`src/arsf_pkg.sv`:
```
// Purpose: Shared constants for the converter result and status flag block
// Assumes: 32-bit AXI4-Lite register bus, one word per register
// Notes: Offsets are byte addresses
`default_nettype none
package arsf_pkg;
  localparam int ARSF_NCH = 8; // Channel count
  localparam int ARSF_RES_W = 10; // Result width
  localparam int ARSF_IDX_W = 3; // Channel index width
  localparam logic [11:0] ARSF_OFS_CTRL = 12'h000; // Control: start pulse
  localparam logic [11:0] ARSF_OFS_MODE = 12'h004; // Mode: sleep select
  localparam logic [11:0] ARSF_OFS_CHEN = 12'h010; // Channel enable
  localparam logic [11:0] ARSF_OFS_STAT = 12'h01C; // Status
  localparam logic [11:0] ARSF_OFS_LAST = 12'h020; // Last result
  localparam logic [11:0] ARSF_OFS_IMASK = 12'h028; // Interrupt mask
  localparam logic [11:0] ARSF_OFS_ISTAT = 12'h02C; // Sticky events, write one to clear
  localparam logic [11:0] ARSF_OFS_CH0 = 12'h030; // Channel 0 result, 4 bytes apart
  localparam int ARSF_DONE_LSB = 0; // Done flags in status
  localparam int ARSF_OVR_LSB = 8; // Channel overrun flags in status
  localparam int ARSF_DATA_READY_FLAG_BIT = 16; // Data ready in status
  localparam int ARSF_GOVR_BIT = 17; // Global overrun in status
  localparam int ARSF_SLEEP_BIT = 18; // Asleep indication in status
  localparam int ARSF_LAST_CH_LSB = 12; // Channel number in last result
  localparam logic [1:0] ARSF_RESP_OK = 2'h0; // OKAY
  localparam logic [1:0] ARSF_RESP_ERR = 2'h2; // SLVERR
  localparam int ARSF_NEV = 3; // Events: result stored, global overrun, channel overrun
  typedef enum logic [1:0] {
    ARSF_AWAKE = 2'h1,
    ARSF_ASLEEP = 2'h2
  } arsf_pwr_type;
endpackage
`default_nettype wire

```
`src/arsf_status.sv`:
```
// Purpose: Per-channel done and overrun flags, global ready and overrun flags
// Assumes: Conversion core gives one-cycle end pulses with channel and data
// Notes: All flag updates let a same-cycle set win over a clear
`default_nettype none
module arsf_status
  import arsf_pkg::*;
#(
  parameter int NCH = ARSF_NCH,
  parameter int RES_W = ARSF_RES_W
) (
  input wire logic clk_i,
  input wire logic srst_i,
  // AXI4-Lite slave
  input wire logic [11:0] s_awaddr_i,
  input wire logic s_awvalid_i,
  output logic s_awready_o,
  input wire logic [31:0] s_wdata_i,
  input wire logic [3:0] s_wstrb_i,
  input wire logic s_wvalid_i,
  output logic s_wready_o,
  output logic [1:0] s_bresp_o,
  output logic s_bvalid_o,
  input wire logic s_bready_i,
  input wire logic [11:0] s_araddr_i,
  input wire logic s_arvalid_i,
  output logic s_arready_o,
  output logic [31:0] s_rdata_o,
  output logic [1:0] s_rresp_o,
  output logic s_rvalid_o,
  input wire logic s_rready_i,
  // Conversion core
  input wire logic eoc_i,
  input wire logic [ARSF_IDX_W-1:0] eoc_ch_i,
  input wire logic [RES_W-1:0] eoc_data_i,
  input wire logic core_busy_i,
  output logic conv_start_o,
  output logic [NCH-1:0] ch_enable_o,
  output logic sleep_o,
  output logic irq_o
);

  ////////////////////////////////////////////////////////////////////////////
  // Storage
  logic [NCH-1:0] done; // Per-channel conversion done
  logic [NCH-1:0] ch_ovr; // Per-channel overrun
  logic [NCH-1:0] conv_live; // Conversion running while enabled
  logic data_ready_flag; // Global data ready
  logic govr; // Global overrun
  logic [RES_W-1:0] ch_res [NCH]; // Channel results
  logic [RES_W-1:0] last_res; // Last result
  logic [ARSF_IDX_W-1:0] last_ch; // Channel of last result
  logic sleep_sel; // Sleep requested
  arsf_pwr_type pwr; // Power state
  logic [ARSF_NEV-1:0] istat; // Sticky events
  logic [ARSF_NEV-1:0] imask; // Event mask

  // Write channel holding
  logic aw_held;
  logic w_held;
  logic [11:0] aw_addr;
  logic [31:0] w_data;
  logic [3:0] w_strb;

  ////////////////////////////////////////////////////////////////////////////
  // Address helpers
  function automatic logic is_ch_addr(input logic [11:0] a);
    return (a >= ARSF_OFS_CH0) && (a < ARSF_OFS_CH0 + 12'(4 * NCH)) && (a[1:0] == 2'h0);
  endfunction

  function automatic logic [ARSF_IDX_W-1:0] ch_of(input logic [11:0] a);
    logic [11:0] d;
    d = a - ARSF_OFS_CH0;
    return d[ARSF_IDX_W+1:2];
  endfunction

  ////////////////////////////////////////////////////////////////////////////
  // Read-side strobes: a read takes effect in its accept cycle
  logic rd_take;
  logic rd_stat;
  logic rd_last;
  logic rd_chan;
  logic [ARSF_IDX_W-1:0] rd_ch;
  assign rd_take = s_arvalid_i && s_arready_o;
  assign rd_stat = rd_take && (s_araddr_i == ARSF_OFS_STAT);
  assign rd_last = rd_take && (s_araddr_i == ARSF_OFS_LAST);
  assign rd_chan = rd_take && is_ch_addr(s_araddr_i);
  assign rd_ch = ch_of(s_araddr_i);

  // Write strobe once both address and data are held
  logic wr_go;
  logic wr_b0;
  assign wr_go = aw_held && w_held && !s_bvalid_o;
  assign wr_b0 = w_strb[0];

  // Channel disable this cycle, seen by live tracking and the enable register
  logic [NCH-1:0] next_enable;
  always_comb begin
    next_enable = ch_enable_o;
    if (wr_go && aw_addr == ARSF_OFS_CHEN && wr_b0) begin
      next_enable = w_data[NCH-1:0];
    end
  end

  // A stored result needs an end on a channel still live
  logic eoc_ok;
  assign eoc_ok = eoc_i && conv_live[eoc_ch_i] && ch_enable_o[eoc_ch_i];

  ////////////////////////////////////////////////////////////////////////////
  // Live tracking: a disable during a conversion kills that channel's result
  always_ff @(posedge clk_i) begin
    if (srst_i) begin
      conv_live <= '0;
    end else begin
      conv_live <= next_enable & ch_enable_o;
    end
  end

  ////////////////////////////////////////////////////////////////////////////
  // Per-channel done and overrun; set beats clear
  always_ff @(posedge clk_i) begin
    if (srst_i) begin
      done <= '0;
      ch_ovr <= '0;
    end else begin
      for (int i = 0; i < NCH; i++) begin
        logic hit;
        hit = eoc_ok && (eoc_ch_i == ARSF_IDX_W'(i));
        if (hit) begin
          done[i] <= 1'b1;
        end else if (rd_last || (rd_chan && rd_ch == ARSF_IDX_W'(i))) begin
          done[i] <= 1'b0;
        end
        if (hit && done[i]) begin
          ch_ovr[i] <= 1'b1;
        end else if (rd_stat) begin
          ch_ovr[i] <= 1'b0;
        end
      end
    end
  end

  ////////////////////////////////////////////////////////////////////////////
  // Global flags; an accepted end sets, then reads clear
  always_ff @(posedge clk_i) begin
    if (srst_i) begin
      data_ready_flag <= 1'b0;
      govr <= 1'b0;
    end else begin
      if (eoc_ok) begin
        data_ready_flag <= 1'b1;
      end else if (rd_last) begin
        data_ready_flag <= 1'b0;
      end
      if (eoc_ok && data_ready_flag) begin
        govr <= 1'b1;
      end else if (rd_stat) begin
        govr <= 1'b0;
      end
    end
  end

  ////////////////////////////////////////////////////////////////////////////
  // Result storage; a new result overwrites the old one
  always_ff @(posedge clk_i) begin
    if (srst_i) begin
      for (int i = 0; i < NCH; i++) begin
        ch_res[i] <= '0;
      end
      last_res <= '0;
      last_ch <= '0;
    end else if (eoc_ok) begin
      ch_res[eoc_ch_i] <= eoc_data_i;
      last_res <= eoc_data_i;
      last_ch <= eoc_ch_i;
    end
  end

  ////////////////////////////////////////////////////////////////////////////
  // Sleep: entry waits for a conversion end, so idle selection is deferred
  always_ff @(posedge clk_i) begin
    if (srst_i) begin
      pwr <= ARSF_AWAKE;
    end else begin
      case (pwr)
        ARSF_AWAKE: begin
          if (sleep_sel && eoc_i && !core_busy_i) begin
            pwr <= ARSF_ASLEEP;
          end
        end
        ARSF_ASLEEP: begin
          if (!sleep_sel || conv_start_o) begin
            pwr <= ARSF_AWAKE; // Start wakes the core
          end
        end
        default: begin
          pwr <= ARSF_AWAKE;
        end
      endcase
    end
  end

  always_ff @(posedge clk_i) begin
    if (srst_i) begin
      sleep_o <= 1'b0;
    end else begin
      sleep_o <= (pwr == ARSF_ASLEEP);
    end
  end

  ////////////////////////////////////////////////////////////////////////////
  // Write side: address and data taken in either order
  always_ff @(posedge clk_i) begin
    if (srst_i) begin
      aw_held <= 1'b0;
      w_held <= 1'b0;
      aw_addr <= '0;
      w_data <= '0;
      w_strb <= '0;
      s_bvalid_o <= 1'b0;
      s_bresp_o <= ARSF_RESP_OK;
    end else begin
      if (s_awvalid_i && s_awready_o) begin
        aw_held <= 1'b1;
        aw_addr <= s_awaddr_i;
      end
      if (s_wvalid_i && s_wready_o) begin
        w_held <= 1'b1;
        w_data <= s_wdata_i;
        w_strb <= s_wstrb_i;
      end
      if (wr_go) begin
        aw_held <= 1'b0;
        w_held <= 1'b0;
        s_bvalid_o <= 1'b1;
        case (aw_addr)
          ARSF_OFS_CTRL, ARSF_OFS_MODE, ARSF_OFS_CHEN,
          ARSF_OFS_IMASK, ARSF_OFS_ISTAT: s_bresp_o <= ARSF_RESP_OK;
          default: s_bresp_o <= ARSF_RESP_ERR;
        endcase
      end else if (s_bvalid_o && s_bready_i) begin
        s_bvalid_o <= 1'b0;
      end
    end
  end

  always_comb begin
    s_awready_o = !aw_held && !s_bvalid_o;
    s_wready_o = !w_held && !s_bvalid_o;
  end

  // Control registers
  always_ff @(posedge clk_i) begin
    if (srst_i) begin
      ch_enable_o <= '0;
      sleep_sel <= 1'b0;
      imask <= '0;
      conv_start_o <= 1'b0;
    end else begin
      ch_enable_o <= next_enable;
      conv_start_o <= wr_go && aw_addr == ARSF_OFS_CTRL && wr_b0 && w_data[0];
      if (wr_go && wr_b0 && aw_addr == ARSF_OFS_MODE) begin
        sleep_sel <= w_data[0];
      end
      if (wr_go && wr_b0 && aw_addr == ARSF_OFS_IMASK) begin
        imask <= w_data[ARSF_NEV-1:0];
      end
    end
  end

  ////////////////////////////////////////////////////////////////////////////
  // Interrupt events: sticky, set wins over write-one-to-clear
  logic [ARSF_NEV-1:0] ev;
  assign ev = {eoc_ok && (done[eoc_ch_i]), eoc_ok && data_ready_flag, eoc_ok};
  always_ff @(posedge clk_i) begin
    if (srst_i) begin
      istat <= '0;
      irq_o <= 1'b0;
    end else begin
      logic [ARSF_NEV-1:0] clr;
      clr = (wr_go && wr_b0 && aw_addr == ARSF_OFS_ISTAT) ? w_data[ARSF_NEV-1:0] : '0;
      istat <= (istat & ~clr) | ev;
      irq_o <= |(((istat & ~clr) | ev) & imask);
    end
  end

  ////////////////////////////////////////////////////////////////////////////
  // Read side: data registered one cycle after address accept
  logic [31:0] rd_word;
  logic rd_hit;
  always_comb begin
    rd_word = '0;
    rd_hit = 1'b1;
    if (is_ch_addr(s_araddr_i)) begin
      rd_word[RES_W-1:0] = ch_res[rd_ch];
    end else begin
      case (s_araddr_i)
        ARSF_OFS_MODE: rd_word[0] = sleep_sel;
        ARSF_OFS_CHEN: rd_word[NCH-1:0] = ch_enable_o;
        ARSF_OFS_STAT: begin
          rd_word[ARSF_DONE_LSB +: NCH] = done;
          rd_word[ARSF_OVR_LSB +: NCH] = ch_ovr;
          rd_word[ARSF_DATA_READY_FLAG_BIT] = data_ready_flag;
          rd_word[ARSF_GOVR_BIT] = govr;
          rd_word[ARSF_SLEEP_BIT] = (pwr == ARSF_ASLEEP);
        end
        ARSF_OFS_LAST: begin
          rd_word[RES_W-1:0] = last_res;
          rd_word[ARSF_LAST_CH_LSB +: ARSF_IDX_W] = last_ch;
        end
        ARSF_OFS_IMASK: rd_word[ARSF_NEV-1:0] = imask;
        ARSF_OFS_ISTAT: rd_word[ARSF_NEV-1:0] = istat;
        ARSF_OFS_CTRL: rd_word = '0;
        default: rd_hit = 1'b0;
      endcase
    end
  end

  always_ff @(posedge clk_i) begin
    if (srst_i) begin
      s_rvalid_o <= 1'b0;
      s_rdata_o <= '0;
      s_rresp_o <= ARSF_RESP_OK;
    end else if (rd_take) begin
      s_rvalid_o <= 1'b1;
      s_rdata_o <= rd_word;
      s_rresp_o <= rd_hit ? ARSF_RESP_OK : ARSF_RESP_ERR;
    end else if (s_rvalid_o && s_rready_i) begin
      s_rvalid_o <= 1'b0;
    end
  end

  always_comb begin
    s_arready_o = !s_rvalid_o;
  end

endmodule
`default_nettype wire

```
`config.mk`:
```
export PLATFORM = sky130hd
export DESIGN_NAME = arsf_status
export DESIGN_NICKNAME = d
export VERILOG_FILES = /design/src/arsf_pkg.sv /design/src/arsf_status.sv
export SDC_FILE = /design/constraint.sdc
export NUM_CORES = 1
export LEC_CHECK = 0
export BUFFER_PORTS_ARGS = -buffer_cell sky130_fd_sc_hd__buf_2
export CORE_MARGIN = 5
export CORE_UTILIZATION = 35
export CTS_BUF_LIST = sky130_fd_sc_hd__clkbuf_16
export DETAILED_ROUTE_END_ITERATION = 8
export HOLD_SLACK_MARGIN = 0.12
export PLACE_DENSITY = 0.58
export SLEW_MARGIN = 20
export SYNTH_ARGS = -nofsm -noshare
export SYNTH_HDL_FRONTEND = slang
export SYNTH_SLANG_ARGS = --single-unit
```
`constraint.sdc`:
```
create_clock -name clk_i -period 2.7 [get_ports clk_i]
set_input_delay 0.27 -clock clk_i [delete_from_list [all_inputs] [get_ports clk_i]]
set_output_delay 0.27 -clock clk_i [all_outputs]
set_load 0.02 [all_outputs]
```
; ---- Word level (Yosys, flattened, before mapping)
; Memories as Yosys holds them, arrays and structs flattened.
; Cells that the tools add are included.
[word_totals]
ff_bits = 120
ram_bits = 80
out_inout_bits = 52
memories = 1
[memory_table]
columns = memory, depth, word_bits, rd, rd_clocked_by_memory_dff, wr, line_no
row1 = ch_res, 8, 10, 1, 0, 8, arsf_status.sv:49  ; logic [RES_W-1:0] ch_res [NCH];
[classes]
n_addsub = 1
n_lt_le_gt_ge = 3
n_eq_ne = 28
muxes = 64
bitwise_logic = 5
n_reduce_logical = 99
[ops]
columns = op, count
row1 = 12-bit by 6-bit equality test with 1-bit output (second input constant), 5
row2 = 1-bit logical AND, 53
row3 = 1-bit 2-to-1 mux, 43
row4 = 2-bit nonzero test, 20
row5 = 12-bit by 5-bit equality test with 1-bit output (second input constant), 3
row6 = 12-bit by 3-bit equality test with 1-bit output (second input constant), 2
row7 = 3-bit equality test (second input constant), 8
row8 = 12-bit zero test, 2
row9 = 10-bit 2-to-1 mux, 2
row10 = 5-bit case mux with 3 select lines, 1
row11 = 3-bit by 2-bit equality test with 1-bit output (second input constant), 4
row12 = 12-bit by 6-bit greater-or-equal comparator with 1-bit output (second input constant), 1
row13 = 12-bit by 7-bit less-than comparator with 1-bit output (second input constant), 1
row14 = 2-bit 2-to-1 mux, 5
row15 = 2-bit case mux with 5 select lines, 1
row16 = 10-bit OR reduction, 1
row17 = 1-bit binary-select mux with 3-bit select, 3
row18 = 1-bit logical OR, 9
row19 = 9-bit 2-to-1 mux, 1
row20 = 8-bit bitwise AND, 1
row21 = 8-bit 2-to-1 mux, 1
row22 = 2-bit case mux with 2 select lines, 2
row23 = 7-bit OR reduction, 1
row24 = 3-bit bitwise AND, 2
row25 = 19 further kinds, 28

; ---- Logic depth before layout (Yosys ltp)
[logic_depth]
word_depth = 10
depth_mapped = 7
mapped_depth_nobuf = 5

; ---- Worst setup path after synthesis
; Ideal clock, no wire load.
[synth_timing]
path_kind = reg-to-reg
startpoint = register ch_enable_o[3]
endpoint = memory ch_res[0][0] in the netlist's numbering, enable pin
arrival_time_ps = 2463
path_slack_ps = -156
stages_incl_launch_ff = 7
n_path_buf = 2
cell_sequence = dfxtp_1 > nand2_1 > mux4_2 > or2_1 > clkbuf_1 > clkbuf_1 > o31ai_1
[synth_lines]
columns = element, line_no
row1 = start: declaration, arsf_status.sv:37  ; output logic [NCH-1:0] ch_enable_o,
row2 = start signal: assignment, arsf_status.sv:259  ; ch_enable_o <= next_enable;
row3 = end: declaration, arsf_status.sv:49

; ---- Worst setup path after layout
[layout_timing]
startpoint = register aw_addr[6]
endpoint = register ch_enable_o[3]
[layout_via]
elab_chain_len = 4
[layout_rtl]
columns = element, line_no
row1 = start: declaration, arsf_status.sv:60  ; logic [11:0] aw_addr;
row2 = start signal: assignment, arsf_status.sv:224  ; aw_addr <= s_awaddr_i;
row3 = 12-bit by 5-bit equality test with 1-bit output, arsf_status.sv:99  ; if (wr_go && aw_addr == ARSF_OFS_CHEN && wr_b0) begin
row4 = 1-bit logical AND (2 in a row), arsf_status.sv:99
row5 = 8-bit 2-to-1 mux, arsf_status.sv:99
; Every way passes these cells.
; A chain may end at the register's enable or synchronous reset.

==> metrics <==
status=finished, final reports clean; hold path depth=3; Ys Warns=0; Core Box Area=22700 um2; vias in the first global route=5998; clock-pin slew on the worst setup and hold paths=0.07 ns; Max Slew Vio Count=0; max cap viols=0; Req. time, crit path=3.01 ns; Leak=3.89 nW; gr usage total=17.0%; sequential element share of the synthesized area=55.6%; Worst Max-Slew Pin Slew=0.778 ns; Cell variety after synth=59; largest net degree at the start of global routing=46; clock skew=0.00852 ns; Port Buffers=91; CTS Buffer Depth=2; Setup CP Type=flop to flop; clock sinks=185; r2r endpoint=ch_enable_o[3]$_SDFF_PP0_; Antenna Nets Post-Route=0; post-route clock period utilization=93.3%; Avg Cell Area, Syn=10.8 um2; GP Congestion=0.831; gr ovfl total=0; final hold vios=0; CP arrival=2.83 ns; 1st-iter DRT viols=587; Tmin final=2.52 ns; initial antenna violation count=1; commonest non-fill, non-tap cell in the layout=nand2_1; first-pass detailed-route iteration total=5; Worst Setup Start Kind=flop; wire per inst=19.0 um; initial core utilization=35.7%; Hold Crit Endpoint=last_res[4]$_SDFFE_PP0P_; die area=26300 um2; synthesis-to-layout area growth=21.0%; CP Max Fanout=16; Via density=5.16; Synth area leader=edfxtp_1; fill cell count=2197; Peak supply drop=0.355 mV; vias=6072; post-synth top area share=29.7%; relative max-transition margin=48.1%; Clock Latency Late Sink=0.43 ns; clk root buf=clkbuf_16; main area contributors after synthesis=edfxtp_1 (30%), dfxtp_1 (26%), mux4_2 (6.7%); Primary FF master, synth=dfxtp_1; PwrDens=614 nW/um2; commonest cells after routing, fill and taps aside=nand2_1 (114), dfxtp_1 (105), buf_2 (91); I/O pins=134; DRC viols=0; synthesized flop and latch total=185; Final Non-Filler Cells=1177; Cells after DPL=1120; Final Total Pwr=6.02 mW; RSZ-0062 raised after global routing=false; fin nets=960; ys async rst share=0%; CTS tree=done; slowest CP cell=or4_1; worst r2r src=aw_addr[6]$_SDFFE_PP0P_; Post-Synthesis Cells=752; Hold Crit Start=eoc_data_i[4]; H-tree levels=4; first-pass GRT wire length=34400 um; worst hold path class=input port to flop; Core Rows=55; die height=162 um; cell area after synthesis=8100 um2; fmax=397 MHz; Critical Path End Type=flop; CP max stage delay=0.59 ns; share of layout cells above drive strength 1=22.4%; crit-path cells=or4_1 > or4_4 > or4b_1 > buf_4 > mux2i_1 > nor2_1; Post-Route WL=22300 um; EDFF count, synth=80; FF-to-FF setup slack=0.18 ns; clock buffer count from CTS=17; Reg2Reg Depth=6; Die W=162 um; Setup Viol. Count Final=0; hpwl dp=15600 um
## Yosys cell counts, drive strengths merged (2+ instances only)
library cell  number
nor3b              2
buf               20
nand3             19
a211oi             2
nand2            114
o31ai              3
clkbuf            41
nand4b             2
edfxtp            80
a221o              6
inv                9
or4                4
nand3b             3
nor3              17
o211ai             2
dfxtp            105
a221oi            11
a211o              2
and2              84
a22oi              4
a21oi             57
or2                4
nor2              33
o211a              8
a31oi              2
or4b               4
nand2b            10
mux4              24
clkinv             2
mux2               3
mux2i             15
a31o               5
o21ai             22
a22o               8
o22ai              2
nor4               7
## through the flow
step	instance area [um2]	utilization [%]	hold slack (ns)	setup slack, ns	setup TNS [ns]
floorplan	8160	-	0.370	-0.104	-4.13
global placement	8980	39.5	0.436	0.177	0
detailed placement	8980	39.5	0.441	0.190	0
CTS	9800	43.1	0.165	0.174	0
global route	9800	43.2	0.189	0.110	0
finish	9800	43.2	0.181	0.182	0
## routing by layer
metal / vias up / share of wire [%] / global-route usage [%]
li1: 2942 / - / -
met1: 2933 / 46 / 23.5
met2: 178 / 46 / 26.5
met3: 19 / 6.4 / 4.19
met4: 0 / 1.3 / 4.92
met5: - / 0 / 0
## registers in the layout, summed over array words and instances (netlist names), 2 cells and up
name,flops
aw_addr,12
ch_enable_o,8
ch_ovr,8
ch_res,80
conv_live,8
done,8
imask,3
istat,3
last_ch,3
last_res,10
pwr,2
s_rdata_o,19
w_data,8
## final cells by class
| type | count | area (um2) | area share (%) |
|---|---|---|---|
| timing repair buffer | 154 | 1000 | 10.2 |
| inverter | 11 | 41.3 | 0.421 |
| clock inverter | 14 | 128 | 1.30 |
| multi-input combinational | 509 | 3320 | 33.8 |
| tap | 285 | 357 | 3.64 |
| clock buffer | 18 | 450 | 4.60 |
| antenna | 1 | 2.50 | 0.0255 |
| sequential | 185 | 4500 | 46.0 |
## cell families (layout without fill, tap and decap cells)
family                 after synthesis  after routing  synth area share [%]
AO/OA/AOI/OAI                      144            144                  11.8
AND/OR/NAND/NOR                    308            308                  19.3
multiplexers                        42             42                  8.94
flip-flops                         185            185                  55.6
buffers and inverters               72            197                  4.22
other                                1             16                0.0463
## power by group
part / internal [mW] / switching (mW)
Sequential: 2.99 / 0.0437
Combinational: 0.194 / 0.317
Clock: 1.41 / 1.06
Total: 4.59 / 1.43
## worst max-delay path by stage
stage / endpoint / cells past startpoint / from / slack, ns
after floorplan: ch_res[3][0]$_SDFFCE_PN0P_ / 6 / ch_enable_o[3]$_SDFF_PP0_ / -0.10
after global placement: done[6]$_SDFFE_PP0P_ / 5 / s_araddr_i[4] / 0.18
after detailed placement: ch_enable_o[3]$_SDFF_PP0_ / 6 / aw_addr[6]$_SDFFE_PP0P_ / 0.19
after CTS: ch_enable_o[3]$_SDFF_PP0_ / 6 / aw_addr[6]$_SDFFE_PP0P_ / 0.17
after global routing: ch_enable_o[3]$_SDFF_PP0_ / 6 / aw_addr[6]$_SDFFE_PP0P_ / 0.11
final: ch_enable_o[3]$_SDFF_PP0_ / 6 / aw_addr[6]$_SDFFE_PP0P_ / 0.18
## what timing repair did
action                                 4_1_cts  5_1_grt
endpoints found under the hold margin       23        0
gates resized for setup                      0        0
buffers inserted                             0        0
hold buffers                                24        0
## worst max-delay path, delay by kind of cell, from the launching register on
kind	cells	cell delay [ns]
mux	1	0.16
simple gates	4	1.69
flops	1	0.31
buf+inv	1	0.22
Note: power is estimated with default switching activity, not from simulation.
